**src/dces_pkg.sv**
```systemverilog
// Package: register map, field layout and carrier types for channel event status
package dces_pkg;
  localparam int unsigned NUM_CH     = 4;
  localparam int unsigned CH_W       = 2;
  localparam int unsigned ADDR_W     = 8;
  localparam int unsigned DATA_W     = 32;
  localparam int unsigned PTR_W      = 16;
  localparam int unsigned EVT_W      = 8;

  // Register byte offsets; channel registers repeat every CH_STRIDE
  localparam logic [ADDR_W-1:0] OFS_LAST_ADDR  = 8'h00;
  localparam logic [ADDR_W-1:0] OFS_CH_BASE    = 8'h10;
  localparam logic [ADDR_W-1:0] OFS_CH_STRIDE  = 8'h10;
  localparam logic [ADDR_W-1:0] OFS_EVT_CTRL   = 8'h00;
  localparam logic [ADDR_W-1:0] OFS_CELL_SIZE  = 8'h04;
  localparam logic [ADDR_W-1:0] OFS_IRQ_STATUS = 8'h08;
  localparam logic [ADDR_W-1:0] OFS_IN_CH_MASK = 8'h0c;

  // Flag positions in event control; enables sit ENA_LSB above
  localparam int unsigned BIT_SRC_DONE    = 7;
  localparam int unsigned BIT_SRC_HALF    = 6;
  localparam int unsigned BIT_DST_DONE    = 5;
  localparam int unsigned BIT_DST_HALF    = 4;
  localparam int unsigned BIT_BLOCK_DONE  = 3;
  localparam int unsigned BIT_CELL_DONE   = 2;
  localparam int unsigned BIT_ABORT       = 1;
  localparam int unsigned BIT_ADDR_ERROR  = 0;
  localparam int unsigned FLAG_LSB        = 0;
  localparam int unsigned ENA_LSB         = 16;

  localparam logic [DATA_W-1:0] RST_LAST_ADDR = 32'h0000_0000;
  localparam logic [EVT_W-1:0]  RST_EVT       = 8'h00;
  localparam logic [PTR_W-1:0]  RST_CELL      = 16'h0000;
  localparam logic [DATA_W-1:0] RD_UNMAPPED   = 32'h0000_0000;

  // Per-channel progress reported by the transfer engine
  typedef struct packed {
    logic [PTR_W-1:0] srcPtr;
    logic [PTR_W-1:0] srcSize;
    logic [PTR_W-1:0] dstPtr;
    logic [PTR_W-1:0] dstSize;
    logic             blockDone;
    logic             cellDone;
    logic             abort;
    logic             addrError;
  } dces_progress_t;

  // One access of the engine on the system bus
  typedef struct packed {
    logic              valid;
    logic [DATA_W-1:0] addr;
  } dces_access_t;
endpackage

```
**src/dces_channel_event_status.sv**
```systemverilog
// Channel event flags, enables, cell size and last access address capture
//
// Chosen here: strobed register access and the register offsets.
`timescale 1ns/1ns
// How it works
// - Latch every engine access address, read-only.
// - Source pointer equals size sets bit 7.
// - Source pointer at half size sets 6.
// - Destination pointer equals size sets bit 5.
// - Bit 23 enables source-done interrupt.
// - Bit 21 enables destination-done interrupt.
// - Bit 20 enables destination-half interrupt.
// - Bit 19 enables block-complete interrupt.
// - Bit 18 enables cell-complete interrupt.
// - Bits 17/16 enable abort, address error.
// - Cell size is bytes per trigger.
module dces_channel_event_status (
  input  wire logic                                      sys_clk,
  input  wire logic                                      rst_n,
  input  wire logic [dces_pkg::ADDR_W-1:0]               regAddr,
  input  wire logic [dces_pkg::DATA_W-1:0]               regWdata,
  input  wire logic                                      regWrite,
  input  wire logic                                      regRead,
  output logic      [dces_pkg::DATA_W-1:0]               regRdata,
  input  wire dces_pkg::dces_access_t                    engAccess,
  input  wire dces_pkg::dces_progress_t [dces_pkg::NUM_CH-1:0] chProgress,
  output logic      [dces_pkg::NUM_CH-1:0][dces_pkg::PTR_W-1:0] cellByteCount,
  output logic      [dces_pkg::NUM_CH-1:0]               chIrq
);

  // Whether a register address hits offset ofs of channel ch
  function automatic logic chHit(input logic [dces_pkg::ADDR_W-1:0] a,
                                 input logic [dces_pkg::ADDR_W-1:0] ofs,
                                 input int unsigned ch);
    logic [dces_pkg::ADDR_W-1:0] base;
    base = dces_pkg::OFS_CH_BASE + dces_pkg::ADDR_W'(ch) * dces_pkg::OFS_CH_STRIDE;
    return a == (base + ofs);
  endfunction

  logic [dces_pkg::DATA_W-1:0] lastAddr_r;
  logic [dces_pkg::DATA_W-1:0] lastAddr_nxt;

  always_comb begin
    lastAddr_nxt = lastAddr_r;
    if (engAccess.valid) begin
      lastAddr_nxt = engAccess.addr;
    end
  end

  always_ff @(posedge sys_clk) begin
    if (!rst_n) begin
      lastAddr_r <= dces_pkg::RST_LAST_ADDR;
    end else begin
      lastAddr_r <= lastAddr_nxt;
    end
  end

  logic [dces_pkg::NUM_CH-1:0][dces_pkg::EVT_W-1:0] flag_r;
  logic [dces_pkg::NUM_CH-1:0][dces_pkg::EVT_W-1:0] flag_nxt;
  logic [dces_pkg::NUM_CH-1:0][dces_pkg::EVT_W-1:0] ena_r;
  logic [dces_pkg::NUM_CH-1:0][dces_pkg::EVT_W-1:0] ena_nxt;
  logic [dces_pkg::NUM_CH-1:0][dces_pkg::PTR_W-1:0] cell_r;
  logic [dces_pkg::NUM_CH-1:0][dces_pkg::PTR_W-1:0] cell_nxt;
  logic [dces_pkg::NUM_CH-1:0][dces_pkg::EVT_W-1:0] evt;
  logic [dces_pkg::NUM_CH-1:0][dces_pkg::EVT_W-1:0] cond_r;
  logic [dces_pkg::NUM_CH-1:0][dces_pkg::EVT_W-1:0] cond_nxt;

  genvar g;
  generate
    for (g = 0; g < dces_pkg::NUM_CH; g++) begin : gCh
      // Level conditions; a condition sets its flag only on its rising edge so a clear sticks
      always_comb begin
        cond_nxt[g] = '0;
        cond_nxt[g][dces_pkg::BIT_SRC_DONE] = chProgress[g].srcPtr == chProgress[g].srcSize;
        cond_nxt[g][dces_pkg::BIT_SRC_HALF] = chProgress[g].srcPtr == (chProgress[g].srcSize >> 1);
        cond_nxt[g][dces_pkg::BIT_DST_DONE] = chProgress[g].dstPtr == chProgress[g].dstSize;
        cond_nxt[g][dces_pkg::BIT_DST_HALF] = chProgress[g].dstPtr == (chProgress[g].dstSize >> 1);
        cond_nxt[g][dces_pkg::BIT_BLOCK_DONE] = chProgress[g].blockDone;
        cond_nxt[g][dces_pkg::BIT_CELL_DONE]  = chProgress[g].cellDone;
        cond_nxt[g][dces_pkg::BIT_ABORT]      = chProgress[g].abort;
        cond_nxt[g][dces_pkg::BIT_ADDR_ERROR] = chProgress[g].addrError;
        evt[g] = cond_nxt[g] & ~cond_r[g];
      end

      always_comb begin
        flag_nxt[g] = flag_r[g];
        ena_nxt[g]  = ena_r[g];
        cell_nxt[g] = cell_r[g];
        if (regWrite && chHit(regAddr, dces_pkg::OFS_EVT_CTRL, g)) begin
          ena_nxt[g]  = regWdata[dces_pkg::ENA_LSB +: dces_pkg::EVT_W];
          flag_nxt[g] = regWdata[dces_pkg::FLAG_LSB +: dces_pkg::EVT_W];
        end
        if (regWrite && chHit(regAddr, dces_pkg::OFS_CELL_SIZE, g)) begin
          cell_nxt[g] = regWdata[dces_pkg::PTR_W-1:0];
        end
        flag_nxt[g] = flag_nxt[g] | evt[g];
      end

      always_ff @(posedge sys_clk) begin
        if (!rst_n) begin
          flag_r[g] <= dces_pkg::RST_EVT;
          ena_r[g]  <= dces_pkg::RST_EVT;
          cell_r[g] <= dces_pkg::RST_CELL;
          cond_r[g] <= dces_pkg::RST_EVT;
        end else begin
          flag_r[g] <= flag_nxt[g];
          ena_r[g]  <= ena_nxt[g];
          cell_r[g] <= cell_nxt[g];
          cond_r[g] <= cond_nxt[g];
        end
      end

      assign cellByteCount[g] = cell_r[g];
      assign chIrq[g] = |(flag_r[g] & ena_r[g]);
    end
  endgenerate

  localparam logic [dces_pkg::DATA_W-1:0] RST_ZERO = dces_pkg::RD_UNMAPPED;

  logic [dces_pkg::DATA_W-1:0] rdata_r;
  logic [dces_pkg::DATA_W-1:0] rdata_nxt;

  // Unmapped and unimplemented bits read as zero
  always_comb begin
    rdata_nxt = dces_pkg::RD_UNMAPPED;
    if (regRead) begin
      if (regAddr == dces_pkg::OFS_LAST_ADDR) begin
        rdata_nxt = lastAddr_r;
      end
      for (int c = 0; c < dces_pkg::NUM_CH; c++) begin
        if (chHit(regAddr, dces_pkg::OFS_EVT_CTRL, c)) begin
          rdata_nxt[dces_pkg::ENA_LSB +: dces_pkg::EVT_W]  = ena_r[c];
          rdata_nxt[dces_pkg::FLAG_LSB +: dces_pkg::EVT_W] = flag_r[c];
        end
        if (chHit(regAddr, dces_pkg::OFS_CELL_SIZE, c)) begin
          rdata_nxt[dces_pkg::PTR_W-1:0] = cell_r[c];
        end
      end
    end
  end

  always_ff @(posedge sys_clk) begin
    if (!rst_n) begin
      rdata_r <= RST_ZERO;
    end else begin
      rdata_r <= rdata_nxt;
    end
  end

  assign regRdata = rdata_r;

endmodule

```
**config.mk**
```make
export PLATFORM = sky130hd
export DESIGN_NAME = dces_channel_event_status
export DESIGN_NICKNAME = d
export VERILOG_FILES = /design/src/dces_pkg.sv /design/src/dces_channel_event_status.sv
export SDC_FILE = /design/constraint.sdc
export NUM_CORES = 1
export LEC_CHECK = 0
export BUFFER_PORTS_ARGS = -buffer_cell sky130_fd_sc_hd__clkbuf_2
export CAP_MARGIN = 20
export CORE_AREA = 2 2 173 175
export DETAILED_ROUTE_END_ITERATION = 7
export DIE_AREA = 0 0 175 177
export PLACE_DENSITY_LB_ADDON = 0.1
export SLEW_MARGIN = 20
export SYNTH_ARGS = -nofsm -noshare
export SYNTH_HDL_FRONTEND = slang
export SYNTH_SLANG_ARGS = --single-unit
```
**constraint.sdc**
```tcl
create_clock -name sys_clk -period 1.9 [get_ports sys_clk]
set_input_delay 0.38 -clock sys_clk [delete_from_list [all_inputs] [get_ports sys_clk]]
set_output_delay 0.38 -clock sys_clk [all_outputs]
set_load 0.01 [all_outputs]
```
==> impl_results.html, run 1 <==
<table>
<tr><th>Metric</th><th>Value</th></tr>
<tr><th colspan="2">Route</th></tr>
<tr><td>Final routed DRC violation total</td><td>0</td></tr>
<tr><td>Ratio of routed vias to standard cells</td><td>between 5 and 6</td></tr>
<tr><td>Vias after detailed routing</td><td>12200</td></tr>
<tr><td>Number of DRC markers after the initial detailed-route iteration</td><td>a little over 800</td></tr>
<tr><td>Initial DRT Pass Iterations</td><td>6</td></tr>
<tr><td>Antenna Violating Nets Remaining</td><td>0</td></tr>
<tr><td>Average wire length per cell after detail routing</td><td>about 19 um</td></tr>
<tr><td>Routed Wire Length</td><td>~45 mm</td></tr>
<tr><th colspan="2">Die</th></tr>
<tr><td>Rows</td><td>63</td></tr>
<tr><td>Number of top-level design ports</td><td>approximately 450</td></tr>
<tr><td>Starting density of the core</td><td>roughly 42%</td></tr>
<tr><td>Die height</td><td>about 180 um</td></tr>
<tr><td>Area of the core region</td><td>29200 um^2</td></tr>
<tr><td>Die Outline Area</td><td>31000 um^2</td></tr>
<tr><td>Chip width</td><td>between 150 and 200 um</td></tr>
<tr><th colspan="2">Critical path</th></tr>
<tr><td>Critical path data required time</td><td>roughly 1.5 ns</td></tr>
<tr><td>Arrival time worst endpoint</td><td>around 1.5 ns</td></tr>
<tr><td>Register-to-register path setup slack</td><td>roughly 0.44 ns</td></tr>
<tr><td>Highest fanout seen on the critical path</td><td>3</td></tr>
<tr><td>Slowest-stage cell, CP</td><td>sky130_fd_sc_hd__dfxtp_1</td></tr>
<tr><td>Largest stage delay on the critical path</td><td>around 0.41 ns</td></tr>
<tr><td>Chain of cells forming the critical path</td><td>a22oi_1, nand4_1, clkbuf_2</td></tr>
<tr><td>Critical Path End Type</td><td>output port</td></tr>
<tr><td>Startpoint Class</td><td>register</td></tr>
<tr><td>Crit path kind</td><td>register to output port</td></tr>
<tr><th colspan="2">STA</th></tr>
<tr><td>FMAX</td><td>roughly 530 MHz</td></tr>
<tr><td>Post-route minimum period</td><td>approximately 1.9 ns</td></tr>
<tr><td>Worst clock skew</td><td>0.00786 ns</td></tr>
<tr><td>Setup repair after global routing missed its margin</td><td>false</td></tr>
<tr><td>Fraction of the cycle the final worst path needs</td><td>a little over nine tenths</td></tr>
<tr><td>Max-slew headroom</td><td>a little over half</td></tr>
<tr><td>Transition time at the pin with the least slew margin</td><td>between 0.7 and 0.8 ns</td></tr>
<tr><td>Setup violations, final</td><td>0</td></tr>
<tr><td>Final worst setup slack</td><td>about 0.020 ns</td></tr>
<tr><td>Final Hold Violating Endpoints</td><td>0</td></tr>
<tr><td>Final Max Slew Viols</td><td>0</td></tr>
<tr><th colspan="2">Pwr</th></tr>
<tr><td>Leak pwr</td><td>7.28 nW</td></tr>
<tr><td>Peak supply drop</td><td>629 uV</td></tr>
<tr><td>Pwr/cell area</td><td>slightly above 700 nW/um^2</td></tr>
<tr><th colspan="2">Synth</th></tr>
<tr><td>Yosys Warn Count</td><td>0</td></tr>
<tr><td>Average cell area after synthesis</td><td>8.81 um^2</td></tr>
<tr><td>Total of flip-flops plus latches after synthesis</td><td>224</td></tr>
<tr><td>Most used flip-flop cell after synthesis</td><td>sky130_fd_sc_hd__dfxtp_1</td></tr>
<tr><td>Post-synthesis cell count</td><td>1410</td></tr>
<tr><td>Distinct cells, synth</td><td>66</td></tr>
<tr><td>Synth Cell Area</td><td>approximately 12000 um^2</td></tr>
<tr><td>Proportion of register bits with asynchronous set or reset after synthesis</td><td>0%</td></tr>
<tr><td>Number of synthesized flops with an enable pin</td><td>0</td></tr>
<tr><td>Share of the yosys chip area belonging to registers</td><td>a little over a third</td></tr>
<tr><td>Net Count, Synth</td><td>roughly 1800</td></tr>
<tr><th colspan="2">Placed design</th></tr>
<tr><td>Worst setup slack before clock tree synthesis</td><td>-0.167 ns</td></tr>
<tr><td>Half-perimeter wire length of the detailed placement result</td><td>around 36 mm</td></tr>
<tr><td>Placer Congestion</td><td>~0.96</td></tr>
<tr><td>Total of buffers placed on input and output ports</td><td>440</td></tr>
<tr><td>Number of placed instances, taps included</td><td>2256</td></tr>
<tr><td>Cell area after placement</td><td>roughly 16000 um^2</td></tr>
<tr><th colspan="2">Global route</th></tr>
<tr><td>Largest net degree at the start of global routing</td><td>45</td></tr>
<tr><td>Overflow after GRT</td><td>0</td></tr>
<tr><td>Number of global-route vias before repair</td><td>12000</td></tr>
<tr><td>Tot GR Track Use</td><td>27.8%</td></tr>
<tr><td>Global-route wire length before repair</td><td>just under 70 mm</td></tr>
<tr><td>Number of antenna violations at the first check in global routing</td><td>4</td></tr>
<tr><th colspan="2">Final layout</th></tr>
<tr><td>Non-filler cells, final</td><td>between 2000 and 2500</td></tr>
<tr><td>Area growth from synthesis to final layout</td><td>33.7%</td></tr>
<tr><td>Post-route core utilization</td><td>between 50% and 60%</td></tr>
<tr><td>Number of nets in the final layout</td><td>between 2000 and 2500</td></tr>
<tr><td>Share of cells above drive strength 1</td><td>about a third</td></tr>
<tr><td>Final instance area</td><td>around 17000 um^2</td></tr>
<tr><th colspan="2">Clock network</th></tr>
<tr><td>Insertion delay of the later-clocked pin in the worst-skew pair</td><td>0.54 ns</td></tr>
<tr><td>Clock-pin slew on the worst setup and hold paths</td><td>roughly 0.06 ns</td></tr>
<tr><td>Setup Buffers After CTS</td><td>0</td></tr>
<tr><td>Number of buffers on the longest clock path</td><td>3</td></tr>
<tr><td>Total clock buffers created by CTS</td><td>25</td></tr>
<tr><td>Htree depth</td><td>1</td></tr>
<tr><td>Clock Sinks</td><td>between 200 and 250</td></tr>
<tr><td>CTS tree</td><td>done</td></tr>
<tr><td>Clock tree root buffer cell</td><td>sky130_fd_sc_hd__clkbuf_16</td></tr>
<tr><th colspan="2">Run status</th></tr>
<tr><td>Result of the run</td><td>complete, no violations</td></tr>
<tr><th colspan="2">Job</th></tr>
<tr><td>Count of max-cap constraint violations</td><td>0</td></tr>
<tr><th colspan="2">Min path</th></tr>
<tr><td>Hold Path Class</td><td>input port to register</td></tr>
</table>
==> layout by cell type, fill, tap and decap left out, types with 11 or more instances in the layout <==
cell                        Yosys  layout
sky130_fd_sc_hd__dfxtp_1      224     221
sky130_fd_sc_hd__nor3_1        25      25
sky130_fd_sc_hd__o41ai_1       11      11
sky130_fd_sc_hd__a21oi_1       76      76
sky130_fd_sc_hd__xnor2_1      160     160
sky130_fd_sc_hd__inv_1         14      14
sky130_fd_sc_hd__a31oi_1       14      14
sky130_fd_sc_hd__nand2b_1      20      20
sky130_fd_sc_hd__nand4_1       44      44
sky130_fd_sc_hd__nor2_1        97      97
sky130_fd_sc_hd__nand2_1      174     174
sky130_fd_sc_hd__clkbuf_16      0      25
sky130_fd_sc_hd__nand3_1       27      27
sky130_fd_sc_hd__a2bb2oi_1     12      12
sky130_fd_sc_hd__nor4_1        30      30
sky130_fd_sc_hd__o22ai_1       13      13
sky130_fd_sc_hd__xor2_1        88      88
sky130_fd_sc_hd__mux2i_1      111     111
sky130_fd_sc_hd__buf_12         0      19
sky130_fd_sc_hd__a22oi_1       18      16
sky130_fd_sc_hd__and2_1        25      25
sky130_fd_sc_hd__buf_4          3      77
sky130_fd_sc_hd__nor2b_1       18      18
sky130_fd_sc_hd__clkbuf_2       0     440
==> logic make-up after synthesis <==
group	after synthesis	synth area share [%]
compound gates	216	11.9
xor+xnor	248	17.5
buf+inv	95	3.54
flops	224	36.1
mux	115	9.31
simple gates	512	21.7
==> worst max-delay path: cells and delay by family, from the launching register on <==
kind                   cells  cell delay (ns)
AO/OA/AOI/OAI              1             0.22
buffers and inverters      1             0.17
flip-flops                 1             0.41
AND/OR/NAND/NOR            1             0.16
==> flip-flops by register name, summed over array words and instances, names as in the netlist <==
name,cells
lastAddr_r,32
ena_r,32
regRdata,32
cond_r,32
cellByteCount,64
flag_r,32
==> cell usage after synthesis, drive strengths merged, types with 2 or more instances <==
cell / n / area, um^2
a21oi: 86 / 468
a22oi: 18 / 135
a2bb2oi: 12 / 105
a31oi: 14 / 87.6
and2: 26 / 163
and3: 2 / 12.5
and3b: 8 / 70.1
and4: 2 / 17.5
buf: 35 / 214
clkbuf: 45 / 169
dfxtp: 224 / 4480
inv: 15 / 56.3
mux2: 4 / 45.0
mux2i: 111 / 1110
nand2: 174 / 653
nand2b: 20 / 125
nand3: 30 / 180
nand3b: 3 / 22.5
nand4: 44 / 275
nor2: 97 / 364
nor2b: 18 / 113
nor3: 29 / 184
nor3b: 5 / 37.5
nor4: 32 / 230
nor4b: 4 / 86.3
o211ai: 9 / 67.6
o21ai: 15 / 75.1
o221a: 8 / 90.1
o22a: 4 / 35.0
o22ai: 13 / 81.3
o2bb2ai: 9 / 78.8
o31a: 5 / 43.8
o31ai: 3 / 22.5
o32ai: 3 / 26.3
o41ai: 12 / 113
or4: 9 / 71.3
or4b: 4 / 47.6
xnor2: 160 / 1400
xor2: 88 / 771
==> area by class of cell <==
type / instances / area (um^2)
diodes: 4 / 10.0
clock buffers: 29 / 671
clock inverters: 17 / 198
fillers: 2748 / 12600
inverters: 15 / 58.8
multi-input cells: 1091 / 7530
flip-flops and latches: 224 / 4490
well taps: 390 / 488
repair buffers: 536 / 3160
==> worst paths after layout <==
check,endpoint,depth (start not counted),from
worst min-delay path,cond_r[26],2,chProgress[206]
worst min register to register,flag_r[7],1,cond_r[7]
worst max-delay path,chIrq[1],3,flag_r[13]
worst max register to register,regRdata[5],4,flag_r[5]
==> per-layer routing <==
layer	track usage (%)	up-vias	part of all wire (%)
met3	4.32	82	6.9
met1	34.7	5679	41
li1	-	5928	-
met4	11.1	0	3.4
met2	48.1	487	49
met5	0	-	0
==> metrics by stage <==
step | power (W) | hold WS (ns) | setup TNS [ns]
floorplan | 0.00581 | 0.396 | 0
global placement | 0.00667 | 0.401 | -2.39
detailed placement | 0.00669 | 0.410 | -3.29
CTS | 0.0118 | 0.0377 | 0
global route | 0.0121 | 0.0515 | 0
finish | 0.0117 | 0.0528 | 0
==> where the power goes <==
part,switching (W),total (W),internal (W)
Combinational,0.000890,0.00174,0.000846
Sequential,0.0000712,0.00486,0.00478
Clock,0.00211,0.00509,0.00298
==> repair_timing <==
action	in CTS	in global routing
gates resized for setup	2	3
cloned	0	0
setup endpoints to repair	2	2
hold buffers	0	0
Power figures use the tool's default switching activity.
==> inputs of run 2 (changes only) <==
--- a/config.mk
+++ b/config.mk
@@ -10,6 +10,7 @@
 export CORE_AREA = 2 2 173 175
 export DETAILED_ROUTE_END_ITERATION = 7
 export DIE_AREA = 0 0 175 177
+export HOLD_SLACK_MARGIN = 0.06
 export PLACE_DENSITY_LB_ADDON = 0.1
 export SLEW_MARGIN = 20
 export SYNTH_ARGS = -nofsm -noshare
==> run 2 against run 1 <==
- critical path depth unchanged
- setup slack got worse by 0.0071 ns
- final cell count increased by 0.56%
- routed wire length increased by 0.32%
- register-to-register slack about the same
- clock-buffer cell count unchanged
==> impl_results.html, run 2 (synthesized netlist as in run 1, its figures left out) <==
<table>
<tr><th>Metric</th><th>Value</th></tr>
<tr><th colspan="2">Clock network</th></tr>
<tr><td>Total clock buffers created by CTS</td><td>25 (unchanged)</td></tr>
<tr><td>Number of buffers on the longest clock path</td><td>3 (unchanged)</td></tr>
<tr><td>Clock Sinks</td><td>224 (unchanged)</td></tr>
<tr><td>Clock-pin slew on the worst setup and hold paths</td><td>0.06 ns (about the same)</td></tr>
<tr><td>Htree depth</td><td>1 (unchanged)</td></tr>
<tr><td>Insertion delay of the later-clocked pin in the worst-skew pair</td><td>0.54 ns (about the same)</td></tr>
<tr><td>Clock tree root buffer cell</td><td>sky130_fd_sc_hd__clkbuf_16</td></tr>
<tr><td>CTS tree</td><td>done</td></tr>
<tr><td>Setup Buffers After CTS</td><td>0 (unchanged)</td></tr>
<tr><th colspan="2">Route</th></tr>
<tr><td>Antenna Violating Nets Remaining</td><td>0 (unchanged)</td></tr>
<tr><td>Vias after detailed routing</td><td>12200 (+0.46%)</td></tr>
<tr><td>Ratio of routed vias to standard cells</td><td>5.27 (-0.10%)</td></tr>
<tr><td>Routed Wire Length</td><td>45.0 mm (+0.32%)</td></tr>
<tr><td>Average wire length per cell after detail routing</td><td>19.4 um (-0.25%)</td></tr>
<tr><td>Number of DRC markers after the initial detailed-route iteration</td><td>767 (-6.6%)</td></tr>
<tr><td>Initial DRT Pass Iterations</td><td>5 (-1)</td></tr>
<tr><td>Final routed DRC violation total</td><td>0 (unchanged)</td></tr>
<tr><th colspan="2">Final layout</th></tr>
<tr><td>Area growth from synthesis to final layout</td><td>34.7%</td></tr>
<tr><td>Largest register FFs</td><td>64 (unchanged)</td></tr>
<tr><td>Final-layout fill cell count</td><td>2743 (-0.18%)</td></tr>
<tr><td>Commonest non-fill, non-tap cell in the layout</td><td>sky130_fd_sc_hd__clkbuf_2</td></tr>
<tr><td>Non-filler cells, final</td><td>2319 (+0.56%)</td></tr>
<tr><td>Share of cells above drive strength 1</td><td>32.5% (-0.22 points)</td></tr>
<tr><td>Final instance area</td><td>16700 um^2 (+0.78%)</td></tr>
<tr><td>Commonest cells after routing, fill and taps aside</td><td>sky130_fd_sc_hd__clkbuf_2 (440), sky130_fd_sc_hd__dfxtp_1 (221), sky130_fd_sc_hd__nand2_1 (174)</td></tr>
<tr><td>Number of nets in the final layout</td><td>2255 (+0.58%)</td></tr>
<tr><th colspan="2">Placed design</th></tr>
<tr><td>Total of buffers placed on input and output ports</td><td>440 (unchanged)</td></tr>
<tr><td>Number of placed instances, taps included</td><td>2256 (unchanged)</td></tr>
<tr><td>Half-perimeter wire length of the detailed placement result</td><td>36.5 mm (unchanged)</td></tr>
<tr><td>Placer Congestion</td><td>0.964 (unchanged)</td></tr>
<tr><td>Cell area after placement</td><td>15700 um^2 (unchanged)</td></tr>
<tr><th colspan="2">Global route</th></tr>
<tr><td>Number of antenna violations at the first check in global routing</td><td>4 (unchanged)</td></tr>
<tr><td>Tot GR Track Use</td><td>27.9% (+0.078 points)</td></tr>
<tr><td>Global-route wire length before repair</td><td>67.5 mm (+0.35%)</td></tr>
<tr><td>Largest net degree at the start of global routing</td><td>45 (unchanged)</td></tr>
<tr><td>Overflow after GRT</td><td>0 (unchanged)</td></tr>
<tr><td>Number of global-route vias before repair</td><td>12100 (+0.74%)</td></tr>
<tr><th colspan="2">Critical path</th></tr>
<tr><td>WP buf/inv</td><td>1 (unchanged)</td></tr>
<tr><td>Critical path data required time</td><td>1.52 ns (about the same)</td></tr>
<tr><td>Largest stage delay on the critical path</td><td>0.40 ns (about the same)</td></tr>
<tr><td>Startpoint Class</td><td>register</td></tr>
<tr><td>Slowest-stage cell, CP</td><td>sky130_fd_sc_hd__dfxtp_1</td></tr>
<tr><td>Crit path kind</td><td>register to output port</td></tr>
<tr><td>Cell family contributing the most delay on the critical path</td><td>flip-flops</td></tr>
<tr><td>Critical Path End Type</td><td>output port</td></tr>
<tr><td>Arrival time worst endpoint</td><td>1.51 ns (about the same)</td></tr>
<tr><td>Highest fanout seen on the critical path</td><td>3 (unchanged)</td></tr>
<tr><td>Chain of cells forming the critical path</td><td>a22oi_1, nand4_1, clkbuf_2</td></tr>
<tr><th colspan="2">Pwr</th></tr>
<tr><td>Leak pwr</td><td>7.33 nW (+0.75%)</td></tr>
<tr><td>Pwr/cell area</td><td>699 nW/um^2 (-0.60%)</td></tr>
<tr><td>Peak supply drop</td><td>629 uV (about the same)</td></tr>
<tr><th colspan="2">Die</th></tr>
<tr><td>Starting density of the core</td><td>42.5% (unchanged)</td></tr>
<tr><td>Die height</td><td>177 um (unchanged)</td></tr>
<tr><td>Die Outline Area</td><td>31000 um^2 (unchanged)</td></tr>
<tr><td>Chip width</td><td>175 um (unchanged)</td></tr>
<tr><td>Area of the core region</td><td>29200 um^2 (unchanged)</td></tr>
<tr><td>Rows</td><td>63 (unchanged)</td></tr>
<tr><td>Number of top-level design ports</td><td>449 (unchanged)</td></tr>
<tr><th colspan="2">STA</th></tr>
<tr><td>Setup TNS</td><td>0 ns (unchanged)</td></tr>
<tr><td>Fraction of the cycle the final worst path needs</td><td>99.3% (+0.37 points)</td></tr>
<tr><td>Setup violations, final</td><td>0 (unchanged)</td></tr>
<tr><td>Final Max Slew Viols</td><td>0 (unchanged)</td></tr>
<tr><td>Setup repair after global routing missed its margin</td><td>false</td></tr>
<tr><td>Transition time at the pin with the least slew margin</td><td>0.707 ns (+0.00168 ns)</td></tr>
<tr><td>FMAX</td><td>530 MHz (-0.38%)</td></tr>
<tr><td>Post-route minimum period</td><td>1.89 ns (+0.00712 ns)</td></tr>
<tr><td>Max-slew headroom</td><td>52.4% (-0.11 points)</td></tr>
<tr><td>Final Hold Violating Endpoints</td><td>0 (unchanged)</td></tr>
<tr><td>Worst clock skew</td><td>0.00782 ns (-0.0000440 ns)</td></tr>
<tr><th colspan="2">Min path</th></tr>
<tr><td>Hold Path Class</td><td>input port to register</td></tr>
<tr><th colspan="2">Job</th></tr>
<tr><td>Count of max-cap constraint violations</td><td>0 (unchanged)</td></tr>
<tr><th colspan="2">Run status</th></tr>
<tr><td>Result of the run</td><td>complete, no violations</td></tr>
</table>
## run 2: power by group
part	total [W]	internal (W)	switching [W]
logic	0.00176	0.000864	0.000898
registers	0.00486	0.00478	0.0000716
clock network	0.00509	0.00298	0.00210
total	0.0117	0.00863	0.00307
## run 2: through the flow
stage               setup WS (ns)  hold slack (ns)  util, %  total power (W)
global route              0.00678           0.0772     57.2           0.0121
CTS                       0.00986           0.0613     57.2           0.0118
floorplan                  0.0424            0.396        -          0.00581
global placement           -0.140            0.401     53.7          0.00667
detailed placement         -0.167            0.410     53.7          0.00669
finish                     0.0125           0.0716     57.2           0.0117
## run 2: area by class of cell
type / count / area [um^2] / area share [%]
timing repair buffer: 549 / 3290 / 19.7
multi-input combinational: 1091 / 7530 / 45.0
tap: 390 / 488 / 2.92
clock buffer: 29 / 671 / 4.01
antenna: 4 / 10.0 / 0.0598
inverter: 15 / 58.8 / 0.351
sequential: 224 / 4490 / 26.8
clock inverter: 17 / 198 / 1.18
## run 2: final timing paths
kind,start,to,slack (ns),cells after the start
max reg2reg,flag_r[5],regRdata[5],0.43,4
max,flag_r[5],chIrq[0],0.01,3
min,chProgress[71],cond_r[11],0.07,2
min reg2reg,cond_r[5],flag_r[5],0.42,1
## run 2: what timing repair did
action | in CTS | in global routing
hold endpoints to repair | 13 | 0
hold buffers | 13 | 0
setup endpoints to repair | 2 | 2
resized for setup | 2 | 3
## run 2: per-layer routing
metal  share of wire, %  vias up  global-route usage, %
li1                   -     5952                      -
met1                 41     5695                   34.9
met2                 49      498                   48.3
met3                6.5       87                   4.12
met4                3.5        0                   11.1
met5                  0        -                      0
